`src/ubs_pkg.sv`:
```
// constants and types shared by the boot selector and its indicator generator
package ubs_pkg;
  // flash map
  localparam logic [23:0] UBS_APP_BASE     = 24'h002000;
  localparam logic [23:0] UBS_FLASH_END    = 24'h008000;
  localparam logic [23:0] UBS_VEC_RESET    = 24'h000000;
  localparam logic [23:0] UBS_VEC_LOADER   = 24'h000004;
  localparam logic [23:0] UBS_VEC_HIGH     = 24'h000008;
  localparam logic [23:0] UBS_VEC_LOW      = 24'h000018;
  localparam logic [23:0] UBS_APP_HIGH     = 24'h002008;
  localparam logic [23:0] UBS_APP_LOW      = 24'h002018;
  localparam logic [23:0] UBS_CFG_BASE     = 24'h300000;
  localparam logic [23:0] UBS_EE_BASE      = 24'hf00000;
  localparam logic [15:0] UBS_BLANK_WORD   = 16'hffff;
  // fixed configuration bytes, never writable
  localparam logic [7:0]  UBS_CFG_1L       = 8'h23;
  localparam logic [7:0]  UBS_CFG_3H       = 8'hd3;
  localparam logic [7:0]  UBS_CFG_4L       = 8'h85;
  // read-only data area
  localparam logic [7:0]  UBS_DESC_FIRST   = 8'h40;
  localparam logic [7:0]  UBS_DESC_LAST    = 8'h51;
  localparam logic [7:0]  UBS_SER_FIRST    = 8'h60;
  localparam logic [7:0]  UBS_SER_LAST     = 8'h70;
  localparam logic [7:0]  UBS_SDESC_FIRST  = 8'h80;
  localparam logic [7:0]  UBS_SDESC_LAST   = 8'ha1;
  localparam logic [7:0]  UBS_STRING_TYPE  = 8'h03;
  localparam int          UBS_SERIAL_LEN   = 8;
  // ram clear
  localparam int          UBS_RAM_AW       = 10;
  localparam logic [9:0]  UBS_RAM_LAST     = 10'h3ff;
  // timing
  localparam int unsigned UBS_CLK_PERIOD_NS = 40;
  localparam int unsigned UBS_MS_NS         = 1000000;
  localparam int unsigned UBS_MS_CYCLES     = UBS_MS_NS / UBS_CLK_PERIOD_NS;
  localparam logic [10:0] UBS_PERIOD_MS     = 11'd1400;
  localparam logic [10:0] UBS_HALF_MS       = 11'd700;
  localparam logic [10:0] UBS_IDLE_MS       = 11'd1000;
  localparam logic [10:0] UBS_BLINK_MS      = 11'd100;
  localparam logic [10:0] UBS_FLASH_MS      = 11'd50;

  typedef enum logic [1:0] {
    UBS_USB_ABSENT,
    UBS_USB_SUSPEND,
    UBS_USB_ATTACHED,
    UBS_USB_CONFIGURED
  } ubs_usb_t;

  typedef enum logic [2:0] {
    UBS_ST_CLEAR,
    UBS_ST_READ,
    UBS_ST_WAIT,
    UBS_ST_PIN,
    UBS_ST_LOADER,
    UBS_ST_APP
  } ubs_state_t;
endpackage

```
`src/ubs_led_if.sv`:
```
// signals between the boot selector and its indicator generator
`timescale 1ns/1ps
`default_nettype none
interface ubs_led_if;
  import ubs_pkg::*;
  ubs_usb_t usb_state;
  logic     cmd_seen;
  logic     loader_on;
  logic     green_on;
  logic     yellow_on;
  modport ctl (output usb_state, output cmd_seen, output loader_on,
               input green_on, input yellow_on);
  modport gen (input usb_state, input cmd_seen, input loader_on,
               output green_on, output yellow_on);
endinterface
`default_nettype wire

```
`src/ubs_led_gen.sv`:
```
// indicator blink pattern generator for loader mode
`timescale 1ns/1ps
`default_nettype none
module ubs_led_gen
  import ubs_pkg::*;
#(
  parameter int unsigned MS_CYCLES = UBS_MS_CYCLES
)(
  input  wire logic sys_clk,
  input  wire logic rst_n,
  ubs_led_if.gen    lif
);
  typedef struct packed {
    logic [15:0] tick;
    logic [10:0] ms;
    logic [10:0] flash;
    logic        green;
    logic        yellow;
  } ubs_led_state_t;

  ubs_led_state_t s;
  ubs_led_state_t next_s;

  // one free-running count keeps every pattern in phase
  always_comb
  begin
    logic        ms_tick;
    logic        idle;
    logic [10:0] limit;
    ms_tick = 1'b0;
    idle    = 1'b0;
    limit   = UBS_PERIOD_MS;
    next_s  = s;
    ms_tick = (s.tick == 16'(MS_CYCLES - 1));
    next_s.tick = ms_tick ? 16'h0000 : s.tick + 16'h0001;
    idle  = (lif.usb_state == UBS_USB_ABSENT) || (lif.usb_state == UBS_USB_SUSPEND);
    limit = idle ? UBS_IDLE_MS : UBS_PERIOD_MS;
    if (ms_tick)
    begin
      next_s.ms = (s.ms >= limit - 11'd1) ? 11'h000 : s.ms + 11'd1;
      if (s.flash != 11'h000)
        next_s.flash = s.flash - 11'd1;
    end
    if (lif.cmd_seen)
      next_s.flash = UBS_FLASH_MS;
    unique case (lif.usb_state)
      UBS_USB_ABSENT, UBS_USB_SUSPEND:
      begin
        next_s.green  = (s.ms < UBS_BLINK_MS);
        next_s.yellow = 1'b0;
      end
      UBS_USB_ATTACHED:
      begin
        next_s.green  = (s.ms < UBS_HALF_MS);
        next_s.yellow = (s.flash == 11'h000);
      end
      UBS_USB_CONFIGURED:
      begin
        // two short blinks at the start of each period
        next_s.green  = (s.ms < UBS_BLINK_MS)
                     || ((s.ms >= 2 * UBS_BLINK_MS) && (s.ms < 3 * UBS_BLINK_MS));
        next_s.yellow = (s.flash == 11'h000);
      end
    endcase
    if (!lif.loader_on)
    begin
      next_s.green  = 1'b0;
      next_s.yellow = 1'b0;
    end
  end

  always_ff @(posedge sys_clk or negedge rst_n)
  begin
    if (!rst_n)
      s <= '0;
    else
      s <= next_s;
  end

  assign lif.green_on  = s.green;
  assign lif.yellow_on = s.yellow;
endmodule
`default_nettype wire

```
`src/ubs_boot_selector.sv`:
```
// startup boot decision, image write routing, read-only data and indicator pins
`timescale 1ns/1ps
`default_nettype none
module ubs_boot_selector
  import ubs_pkg::*;
#(
  parameter int unsigned          MS_CYCLES = UBS_MS_CYCLES,
  parameter logic [18*8-1:0]      DEV_DESC  = {128'h0, 16'h0112}, // arbitrary value
  parameter logic [8*8-1:0]       SERIAL    = "00000000" // arbitrary value
)(
  input  wire logic               sys_clk,
  input  wire logic               arst_n,
  input  wire logic               boot_select_yellow_pin_in,
  output logic                    boot_select_yellow_pin_out,
  output logic                    boot_select_yellow_pin_oe,
  output logic                    green_indicator_pin_out,
  output logic                    green_indicator_pin_oe,
  input  wire ubs_pkg::ubs_usb_t  usb_link_state,
  input  wire logic               usb_cmd_seen,
  output logic                    ram_clr_we,
  output logic [9:0]              ram_clr_addr,
  output logic                    flash_rd_req,
  output logic [23:0]             flash_rd_addr,
  input  wire logic [15:0]        flash_rd_data,
  input  wire logic               flash_rd_valid,
  input  wire logic               loader_jump,
  input  wire logic [23:0]        cpu_vec_addr,
  output logic [23:0]             cpu_vec_target,
  input  wire logic               img_wr_valid,
  input  wire logic [23:0]        img_wr_addr,
  input  wire logic [7:0]         img_wr_data,
  output logic                    prog_flash_we,
  output logic                    eeprom_we,
  output logic [23:0]             prog_addr,
  output logic [7:0]              prog_data,
  output logic                    img_wr_reject,
  input  wire logic [7:0]         ro_rd_addr,
  output logic [7:0]              ro_rd_data,
  output logic                    loader_mode,
  output logic                    app_run
);
  typedef struct packed {
    ubs_state_t  st;
    logic [9:0]  ram_addr;
    logic        ram_we;
    logic        rd_req;
    logic        pin_s1;
    logic        pin_s2;
    logic        loader;
    logic        app;
    logic [23:0] vec;
    logic        fw;
    logic        ew;
    logic        rej;
    logic [23:0] paddr;
    logic [7:0]  pdata;
    logic [7:0]  ro;
    logic        y_oe;
    logic        g_oe;
  } ubs_top_state_t;

  ubs_top_state_t s;
  ubs_top_state_t next_s;
  logic [1:0]     rst_sync;
  logic           rst_n;
  ubs_led_if      lif ();

  always_ff @(posedge sys_clk or negedge arst_n)
  begin
    if (!arst_n)
      rst_sync <= 2'b00;
    else
      rst_sync <= {rst_sync[0], 1'b1};
  end
  assign rst_n = rst_sync[1];

  // byte of the read-only area; everything unlisted reads zero
  function automatic logic [7:0] ro_byte(input logic [7:0] a);
    int i;
    ro_byte = 8'h00;
    i = 0;
    if (a >= UBS_DESC_FIRST && a <= UBS_DESC_LAST)
    begin
      i = int'(a - UBS_DESC_FIRST);
      ro_byte = DEV_DESC[8*i +: 8];
    end
    else if (a >= UBS_SER_FIRST && a <= UBS_SER_LAST)
    begin
      i = int'(a - UBS_SER_FIRST);
      if (i < UBS_SERIAL_LEN)
        ro_byte = SERIAL[8*(UBS_SERIAL_LEN-1-i) +: 8];
    end
    else if (a >= UBS_SDESC_FIRST && a <= UBS_SDESC_LAST)
    begin
      i = int'(a - UBS_SDESC_FIRST);
      if (i == 0)
        ro_byte = 8'(2 + 2 * UBS_SERIAL_LEN);
      else if (i == 1)
        ro_byte = UBS_STRING_TYPE;
      else if (i < 2 + 2 * UBS_SERIAL_LEN && i[0] == 1'b0)
        ro_byte = SERIAL[8*(UBS_SERIAL_LEN-1-(i-2)/2) +: 8];
    end
  endfunction

  always_comb
  begin
    next_s        = s;
    next_s.pin_s1 = boot_select_yellow_pin_in;
    next_s.pin_s2 = s.pin_s1;
    next_s.ram_we = 1'b0;
    next_s.rd_req = 1'b0;
    next_s.fw     = 1'b0;
    next_s.ew     = 1'b0;
    next_s.rej    = 1'b0;
    unique case (s.st)
      UBS_ST_CLEAR:
      begin
        next_s.ram_we = 1'b1;
        if (s.ram_we)
          next_s.ram_addr = s.ram_addr + 10'h001;
        if (s.ram_we && s.ram_addr == UBS_RAM_LAST)
        begin
          next_s.ram_we = 1'b0;
          next_s.st     = UBS_ST_READ;
        end
      end
      UBS_ST_READ:
      begin
        next_s.rd_req = 1'b1;
        next_s.st     = UBS_ST_WAIT;
      end
      UBS_ST_WAIT:
      begin
        if (flash_rd_valid)
        begin
          if (flash_rd_data == UBS_BLANK_WORD)
          begin
            next_s.st     = UBS_ST_LOADER;
            next_s.loader = 1'b1;
          end
          else
            next_s.st = UBS_ST_PIN;
        end
      end
      UBS_ST_PIN:
      begin
        // the pin is still undriven here, so the strap level is seen
        if (s.pin_s2)
        begin
          next_s.st     = UBS_ST_LOADER;
          next_s.loader = 1'b1;
        end
        else
        begin
          next_s.st  = UBS_ST_APP;
          next_s.app = 1'b1;
        end
      end
      UBS_ST_LOADER:
      begin
        if (img_wr_valid)
        begin
          next_s.paddr = img_wr_addr;
          next_s.pdata = img_wr_data;
          if (img_wr_addr >= UBS_EE_BASE)
          begin
            next_s.ew    = 1'b1;
            next_s.paddr = img_wr_addr - UBS_EE_BASE;
          end
          else if (img_wr_addr >= UBS_APP_BASE && img_wr_addr < UBS_FLASH_END)
            next_s.fw = 1'b1;
          else
            next_s.rej = 1'b1;
        end
      end
      UBS_ST_APP:
      begin
        // no reset here: the application must have undone clock changes
        if (loader_jump)
        begin
          next_s.st     = UBS_ST_LOADER;
          next_s.loader = 1'b1;
          next_s.app    = 1'b0;
        end
      end
      default:
      begin
        next_s.st = UBS_ST_CLEAR;
      end
    endcase
    unique case (cpu_vec_addr)
      UBS_VEC_HIGH:   next_s.vec = UBS_APP_HIGH;
      UBS_VEC_LOW:    next_s.vec = UBS_APP_LOW;
      UBS_VEC_RESET:  next_s.vec = UBS_VEC_RESET;
      UBS_VEC_LOADER: next_s.vec = UBS_VEC_LOADER;
      default:        next_s.vec = cpu_vec_addr;
    endcase
    if (s.app && cpu_vec_addr == UBS_VEC_RESET)
      next_s.vec = UBS_APP_BASE;
    next_s.ro   = ro_byte(ro_rd_addr);
    next_s.y_oe = lif.yellow_on;
    next_s.g_oe = lif.green_on;
  end

  always_ff @(posedge sys_clk or negedge rst_n)
  begin
    if (!rst_n)
      s <= '0;
    else
      s <= next_s;
  end

  assign lif.usb_state = usb_link_state;
  assign lif.cmd_seen  = usb_cmd_seen;
  assign lif.loader_on = s.loader;

  ubs_led_gen #(
    .MS_CYCLES (MS_CYCLES)
  ) u_led (
    .sys_clk (sys_clk),
    .rst_n   (rst_n),
    .lif     (lif)
  );

  // pins only ever driven high; red and vbus sense have no port at all
  assign boot_select_yellow_pin_out = 1'b1;
  assign green_indicator_pin_out    = 1'b1;
  assign boot_select_yellow_pin_oe  = s.y_oe;
  assign green_indicator_pin_oe     = s.g_oe;
  assign ram_clr_we                 = s.ram_we;
  assign ram_clr_addr               = s.ram_addr;
  assign flash_rd_req               = s.rd_req;
  assign flash_rd_addr              = UBS_APP_BASE;
  assign cpu_vec_target             = s.vec;
  assign prog_flash_we              = s.fw;
  assign eeprom_we                  = s.ew;
  assign prog_addr                  = s.paddr;
  assign prog_data                  = s.pdata;
  assign img_wr_reject              = s.rej;
  assign ro_rd_data                 = s.ro;
  assign loader_mode                = s.loader;
  assign app_run                    = s.app;
endmodule
`default_nettype wire

```
`config.mk`:
```
export PLATFORM = sky130hd
export DESIGN_NAME = ubs_boot_selector
export DESIGN_NICKNAME = d
export VERILOG_FILES = /design/src/ubs_pkg.sv /design/src/ubs_led_if.sv /design/src/ubs_led_gen.sv /design/src/ubs_boot_selector.sv
export SDC_FILE = /design/constraint.sdc
export NUM_CORES = 1
export LEC_CHECK = 0
export BUFFER_PORTS_ARGS = -buffer_cell sky130_fd_sc_hd__buf_2
export CAP_MARGIN = 15
export CORE_MARGIN = 2
export CORE_UTILIZATION = 52
export DETAILED_ROUTE_END_ITERATION = 6
export GPL_TIMING_DRIVEN = 0
export PLACE_DENSITY = 0.84
export SYNTH_ARGS = -nofsm -noshare
export SYNTH_HDL_FRONTEND = slang
export SYNTH_SLANG_ARGS = --single-unit
```
`constraint.sdc`:
```
create_clock -name sys_clk -period 4.4 [get_ports sys_clk]
set_input_delay 0.66 -clock sys_clk [delete_from_list [all_inputs] [get_ports sys_clk]]
set_output_delay 0.66 -clock sys_clk [all_outputs]
set_load 0.03 [all_outputs]
```
==> Word level (Yosys, flattened, before mapping) <==
Cells that the tools add are included.
{ "totals": {"register_bits": 130, "in_bits": 89, "output_inout_bits": 109, "elab_cells": 147} }
{ "op_classes": {"addsub": 13, "order_cmp": 16, "n_eq_ne": 21, "shifts": 3, "muxes": 41, "bitwise_logic": 3, "n_reduce_logical": 27} }
{ "ops": {"columns": ["operator", "count"], "rows": [
  ["$shiftx A144 B12 Y8 const A", 1],
  ["$pmux W24 S4", 1],
  ["$mux W35", 2],
  ["$shiftx A64 B13 Y8 const A", 1],
  ["$shiftx A64 B32 Y8 const A", 1],
  ["$mux W8", 7],
  ["$mux W11", 5],
  ["$mux W24", 2],
  ["$logic_not A32 Y1", 1],
  ["$add A29 B1 Y29", 1],
  ["$sub A4 B29 Y29 const A", 1],
  ["$eq A24 B3 Y1 const B", 1],
  ["$eq A24 B4 Y1 const B", 1],
  ["$eq A24 B5 Y1 const B", 1],
  ["$ge A24 B14 Y1 const B", 1],
  ["$ge A24 B24 Y1 const B", 1],
  ["$logic_not A24 Y1", 1],
  ["$lt A24 B16 Y1 const B", 1],
  ["$sub A24 B24 Y24 const B", 1],
  ["$sub A11 B1 Y11 const B", 2],
  ["$pmux W3 S6", 1],
  ["$sub A8 B7 Y9 const B", 2],
  ["$add A16 B1 Y16 const B", 1],
  ["$eq A16 B15 Y1 const B", 1],
  ["47 further kinds", 86]
]} }

==> Depth between registers and ports, before layout <==
Gate-level depths: netlist of the first run.
{ "logic_depth": {"word_depth": 12, "ltp_mapped": 11, "ltp_nobuf": 11} }

==> By module <==
From an unflattened synthesis of the first run, not the netlist that was laid out.
{ "hier_totals": {"hier_cells": 700, "hier_area_um2": 6658.9} }
{ "by_module_without_submodules": {"columns": ["module", "n_inst", "cells_per_inst", "area_per_inst_um2", "seq_area_each_um2"], "rows": [
  ["ubs_boot_selector", 1, 466, 4426.7, 2152.1],
  ["ubs_led_gen", 1, 234, 2232.1, 1001.0]
]} }

==> Worst setup path after synthesis of the first run <==
OpenSTA, ideal clock, no wires.
{ "synth_path": {"path_type": "input port to flip-flop", "startpoint": "input ro_rd_addr[1]", "endpoint": "register s (netlist bit ro_rd_data[5])", "setup_ns": 0.083, "arrival_ns": 2.270, "required_time_ns": 4.317, "path_slack_ns": 2.048, "cell_stages": 10, "path_buffers": 0, "cell_sequence": "inv_1 ha_1 nand2_1 o31ai_1 nand3_1 ha_1 fa_1 xnor2_1 nand3_1 o21ai_0"} }
{ "synth_rtl": {"columns": ["element", "line_no", "rtl"], "rows": [
  ["start: declaration", "ubs_boot_selector.sv:37", "input wire logic [7:0] ro_rd_addr,"],
  ["end signal: assignment", "ubs_boot_selector.sv:210", "s <= next_s;"],
  ["end: declaration", "ubs_boot_selector.sv:62", "ubs_top_state_t s;"]
]} }

==> results of run 1 <==
critical path: stages:
cell     delay [ps]
buf_2           110
inv_1           140
ha_1            230
nand2_1          90
o31ai_1         190
nand3_1         100
ha_1            210
fa_1            380
xnor2_1         170
nand3_1         110
o21ai_0         160
final cells by class:
| type | instances | area (sq um) |
|---|---|---|
| buffer | 142 | 913 |
| clock inverter | 15 | 114 |
| inverter | 21 | 78.8 |
| multi-input combinational | 430 | 2540 |
| timing repair buffer | 169 | 891 |
| tap | 172 | 215 |
| clock buffer | 17 | 425 |
| fill | 1009 | 4130 |
| sequential | 126 | 3160 |
kinds of logic (layout without fill, tap and decap cells):
| group | Yosys count | in the layout | synth area share, % |
|---|---|---|---|
| DFF | 126 | 126 | 47.9 |
| buffers and inverters | 163 | 364 | 15.1 |
| xor gates and xnor gates | 33 | 33 | 4.39 |
| and+or+nand+nor | 270 | 270 | 20.4 |
| other | 2 | 31 | 0.114 |
| AOI/OAI and AO/OA | 68 | 68 | 6.85 |
| muxes | 6 | 6 | 0.970 |
| adders and majority gates | 22 | 22 | 4.30 |
worst max path at each step:
stage | start | endpoint | slack, ps
floorplan | rst_sync[1] | app_run | 630
global route | ro_rd_addr[1] | ro_rd_data[5] | 2020
global placement | rst_sync[1] | prog_addr[3] | -820
detailed placement | ro_rd_addr[1] | ro_rd_data[5] | 1750
CTS | ro_rd_addr[1] | ro_rd_data[5] | 2170
finish | ro_rd_addr[1] | ro_rd_data[5] | 2160
registers in the layout (all words and copies together), names as in the netlist, 2 cells and up:
| signal | cells |
|---|---|
| cpu_vec_target | 24 |
| prog_data | 8 |
| prog_addr | 24 |
| s | 4 |
| ro_rd_data | 4 |
| u_led.s | 38 |
| ram_clr_addr | 10 |
| rst_sync | 2 |
stage by stage:
step / setup TNS (ps) / power (uW) / std cells / area [sq um]
finish: 0 / 4140 / 1092 / 8340
global route: 0 / 4370 / 1092 / 8340
CTS: 0 / 4180 / 1092 / 8340
detailed placement: 0 / 2910 / 1060 / 7800
global placement: -99950 / 2870 / 1058 / 7740
floorplan: 0 / 2540 / 719 / 6690
cells in the mapped netlist, drive strengths merged (4+ instances only):
library cell	count
nor2b	6
inv	21
xnor2	17
o211ai	6
nand4	17
xor2	16
dfrtp	126
nor4	16
buf	104
a211oi	4
nand3	27
nor2	35
ha	21
nor3	16
a21oi	14
o21ai	21
and4	4
clkbuf	38
or2	4
nand2	122
and3	8
report_power, final:
part | switching, uW | internal (uW) | leakage [uW]
Sequential | 132 | 1370 | 0.00159
Clock | 536 | 725 | 0.000258
Combinational | 824 | 559 | 0.00248
Total | 1490 | 2650 | 0.00433
per-layer routing:
metal  part of all wire, %  GRT usage, %
met5                     0             0
met4                   2.6          8.89
met1                    40          25.8
met3                   7.0          4.98
met2                    50          37.3
==> results.py, run 1 <==
metrics = {
    "status": {
        "outcome": "complete, no violations",
    },
    "worst_setup_path": {
        "timing.rr.end": "u_led.s[16]",
        "required_ps": 4730,
        "reg2reg_depth": 6,
        "critPathKind": "in2reg",
        "r2r_slack_ps": 2230,
        "arrival_ps": 2560,
        "crit_path_max_fanout": 5,
        "end_kind": "register",
        "startpoint_type": "input port",
        "r2r-start": "u_led.s[17]",
    },
    "placed_design": {
        "gp_congestion": 0.879,
        "buffer_ports.inserted": 167,
        "place_ws_ps": 1750,
        "dpl.hpwl_mm": 11.0,
    },
    "layout": {
        "nets": 1018,
        "final_common_cell": "buf_2",
        "drive_gt1_share_pct": 35.1,
        "num_antenna_cells": 0,
        "layout_common_cells": "171 x buf_2, 125 x dfrtp_1, 122 x nand2_1",
        "synthToLayoutAreaGrowth_pct": 26.7,
        "final_util_pct": 66.9,
    },
    "sta": {
        "finalHoldViolCount": 0,
        "fin_hold_ws_ps": 21.1,
        "rsz0062_at_grt": "false",
        "worst_pin_slew_ps": 736,
        "fin_ws_ps": 2160,
        "maxSlewViolCount": 0,
        "maxClockFrequency_mhz": 447,
        "fin_skew_ps": 7.58,
        "max_slew_margin_pct": 50.5,
        "setup_violations": 0,
        "fin_crit_sh_pct": 50.8,
        "period_needed_ps": 2240,
    },
    "floorplan": {
        "rows": 41,
        "design.core.area_sq_um": 12500,
        "pin_count": 198,
        "start_util_pct": 52.8,
        "die_width_um": 116,
        "dieArea_sq_um": 13600,
        "chipHeight_um": 116,
    },
    "cts": {
        "post_cts_buffers": 0,
        "worstSkewPairLatency_ps": 410,
        "cts_tree": "done",
        "ctsResizeCount": 0,
        "cts.sinks": 126,
        "numCtsBuffers": 17,
        "htreeDepth": 4,
        "path_clk_slew_ps": 60,
        "cts_hold_buf": 0,
        "clock_tree.buffer_depth": 2,
        "root_buffer": "clkbuf_16",
    },
    "yosys": {
        "syn_area_sq_um": 6580,
        "synth.largest_area_cell": "dfrtp_1",
        "ys_seq_elements": 126,
        "synthArstFlopShare_pct": 100,
        "netlist_instances": 690,
        "ys_top_cells_by_area": "dfrtp_1 48%, buf_4 11%, nand2_1 7.0%",
        "ys_seq_area_share_pct": 47.9,
        "synthDistinctLibCells": 56,
        "synth-edff-count": 0,
        "synth_flop_cell": "dfrtp_1",
        "syn_avg_cell_area_sq_um": 9.53,
        "synth_top_cell_area_share_pct": 47.9,
        "yosys_warnings": 0,
    },
    "run": {
        "maxCapViolCount": 0,
    },
    "power_and_ir_drop": {
        "p_leak_uw": 0.00433,
        "power_density_nw_per_um2": 497,
        "ir_drop_v": 0.000207,
    },
    "routing": {
        "vias": 5303,
        "drt_wl_total_mm": 14.5,
        "drt_iter0_markers": 293,
        "ant_nets": 0,
        "wl_per_cell_um": 13.3,
        "dr.pass1.iters": 5,
        "vias_per_cell": 4.86,
        "drc_errors": 0,
    },
    "hold_path": {
        "min_path_type": "in2async",
    },
    "global_route": {
        "grt_pass1_wl_mm": 22.5,
        "grt_max_degree": 55,
        "grt_pass1_vias": 4936,
        "track_usage_pct": 21.5,
        "antenna_found_initial": 0,
        "grt_overflow_total": 0,
    },
}
No activity file was read; power rests on OpenSTA's default activity.
==> inputs of run 2 (changes only) <==
- CORE_UTILIZATION: 52 -> 47
- PLACE_DENSITY: 0.84 -> 0.8
- clock period: 4.4 -> 1.9 ns (I/O delays scaled with it)
==> run 2 against run 1 <==
The run now ends with setup timing left. Count of clock-buffer cells in the layout unchanged. Worst hold slack gained 41 ps. Power increased by 150%. Global-route usage fell by 1.5 points. Register-to-register slack got worse by 2300 ps. Highest routed layer is now met5.
==> results.py, run 2 (synthesis gave the netlist of run 1 again) <==
metrics = {
    "routing": {
        "wl_per_cell_um": 14.0,
        "drc_errors": 0,
        "drt_wl_total_mm": 15.7,
        "vias_per_cell": 4.90,
        "vias": 5475,
        "drt_iter0_markers": 433,
        "ant_nets": 0,
        "dr.pass1.iters": 5,
    },
    "power_and_ir_drop": {
        "power.internal_uw": 6680,
        "p_leak_uw": 0.00447,
        "power_switching_uw": 3480,
        "swShare_pct": 34.2,
        "pwr-share-seq_pct": 34.4,
        "power_density_nw_per_um2": 1160,
        "power_uw": 10200,
        "pwr-share-comb_pct": 31.4,
        "p_clk_share_pct": 34.2,
        "ir_drop_v": 0.000579,
    },
    "hold_path": {
        "min_from": "cpu_vec_addr[4]",
        "hold-path-endpoint": "cpu_vec_target[4]",
        "hold_depth": 2,
        "min_path_type": "in2reg",
    },
    "layout": {
        "nets": 1035,
        "final_util_pct": 63.6,
        "largest_register_ffs": 38,
        "drive_gt1_share_pct": 39.3,
        "top_register": "u_led.s",
        "fill_cells": 1095,
        "num_antenna_cells": 0,
        "layout_common_cells": "169 x buf_2, 122 x nand2_1, 119 x dfrtp_1",
        "design_area_sq_um": 8750,
        "final_common_cell": "buf_2",
        "synthToLayoutAreaGrowth_pct": 33.1,
    },
    "worst_setup_path": {
        "arrival_ps": 2240,
        "timing.rr.end": "u_led.s[18]",
        "critPathKind": "reg2reg",
        "reg2reg_depth": 6,
        "r2r-start": "u_led.s[23]",
        "crit_path_max_fanout": 5,
        "required_ps": 2200,
        "end_kind": "register",
        "startpoint_type": "register",
        "r2r_slack_ps": -50,
    },
    "sta": {
        "maxClockFrequency_mhz": 513,
        "maxSlewViolCount": 0,
        "rsz0062_at_grt": "true",
        "period_needed_ps": 1950,
        "fin_crit_sh_pct": 103,
        "fin_hold_ws_ps": 62.6,
        "max_slew_margin_pct": 47.2,
        "worst_pin_slew_ps": 791,
        "setup_violations": 2,
        "fin_skew_ps": 12.9,
        "finalHoldViolCount": 0,
        "fin_ws_ps": -48.2,
    },
    "floorplan": {
        "rows": 43,
        "pin_count": 198,
        "design.core.area_sq_um": 13800,
        "die_width_um": 122,
        "start_util_pct": 47.8,
        "dieArea_sq_um": 15000,
        "chipHeight_um": 122,
    },
    "global_route": {
        "track_usage_pct": 20.0,
        "grt_pass1_vias": 4924,
        "antenna_found_initial": 1,
        "grt_pass1_wl_mm": 23.4,
        "grt_max_degree": 67,
        "grt_overflow_total": 0,
    },
    "placed_design": {
        "dpl.hpwl_mm": 11.1,
        "buffer_ports.inserted": 167,
        "post_dp_cell_area_sq_um": 7800,
        "gp_congestion": 0.865,
    },
    "run": {
        "maxCapViolCount": 0,
    },
    "cts": {
        "htreeDepth": 4,
        "numCtsBuffers": 17,
        "worstSkewPairLatency_ps": 420,
        "clock_tree.buffer_depth": 2,
        "path_clk_slew_ps": 60,
        "root_buffer": "clkbuf_16",
        "cts.sinks": 126,
        "cts_tree": "done",
    },
    "status": {
        "violations": "setup timing",
        "outcome": "complete, but fails checks",
    },
}
[run 2: cell count changes in the layout (fill, tap and decap cells not counted), sizes merged]
cell | previous run | this run
clkbuf | 55 | 54
nand4 | 17 | 18
dlygate4sd3 | 0 | 2
buf | 273 | 288
clkinvlp | 4 | 2
clkinv | 7 | 5
bufinv | 0 | 4
[run 2: repair_timing]
action,in CTS,in global routing
hold buffers,2,0
cloned,0,1
hold endpoints to repair,3,0
pin swaps,3,9
gates resized for setup,12,32
setup endpoints to repair,19,36
setup buffers,4,13
[run 2: through the flow]
| stage | setup slack, ps | setup TNS (ps) | std cells |
|---|---|---|---|
| finish | -48.2 | -84.6 | 1117 |
| global route | -105 | -430 | 1117 |
| global placement | -253 | -1710 | 1066 |
| detailed placement | -281 | -1840 | 1067 |
| CTS | 3.29 | 0 | 1105 |
| floorplan | 29.7 | 0 | 719 |
[run 2: per-layer routing]
layer / global-route usage (%) / up-vias / routed length, um
met3: 5.86 / 27 / 1090
met1: 23.5 / 2593 / 6170
li1: - / 2656 / -
met2: 35.3 / 197 / 8140
met4: 6.25 / 2 / 250
met5: 0 / - / 16
[run 2: critical path, stage by stage, from the launching register on]
cell and delay, ps:
dfrtp_2 460, ha_4 300, nand4_1 130, a211oi_4 380, or2_4 210, nor2_4 40, a221o_1 300
[run 2: worst max-delay path by stage]
stage                              from             to  slack (ps)  cells after the start
final                       u_led.s[23]    u_led.s[18]         -50                      6
after global routing        u_led.s[23]    u_led.s[18]        -100                      6
after CTS                   u_led.s[13]    u_led.s[16]           3                      6
after detailed placement  ro_rd_addr[3]  ro_rd_data[5]        -280                     12
after global placement    ro_rd_addr[3]  ro_rd_data[5]        -250                     12
after floorplan           ro_rd_addr[3]  ro_rd_data[5]          30                     11
[run 2: power groups by stage]
stage	combinational (uW)	clock, uW	sequential (uW)
global route	3460	3680	3560
detailed placement	3200	0	3540
CTS	3210	3540	3500
finish	3190	3470	3490
floorplan	2380	0	3520
global placement	3110	0	3540
[run 2: layout make-up]
type | instances | area [sq um] | share of cell area, %
Sequential cell | 126 | 3160 | 36.1
Multi-Input combinational cell | 431 | 2720 | 31.0
Timing Repair Buffer | 187 | 1010 | 11.6
Buffer | 140 | 921 | 10.5
Clock buffer | 17 | 425 | 4.86
Tap cell | 180 | 225 | 2.57
Clock inverter | 15 | 209 | 2.39
Inverter | 21 | 78.8 | 0.901
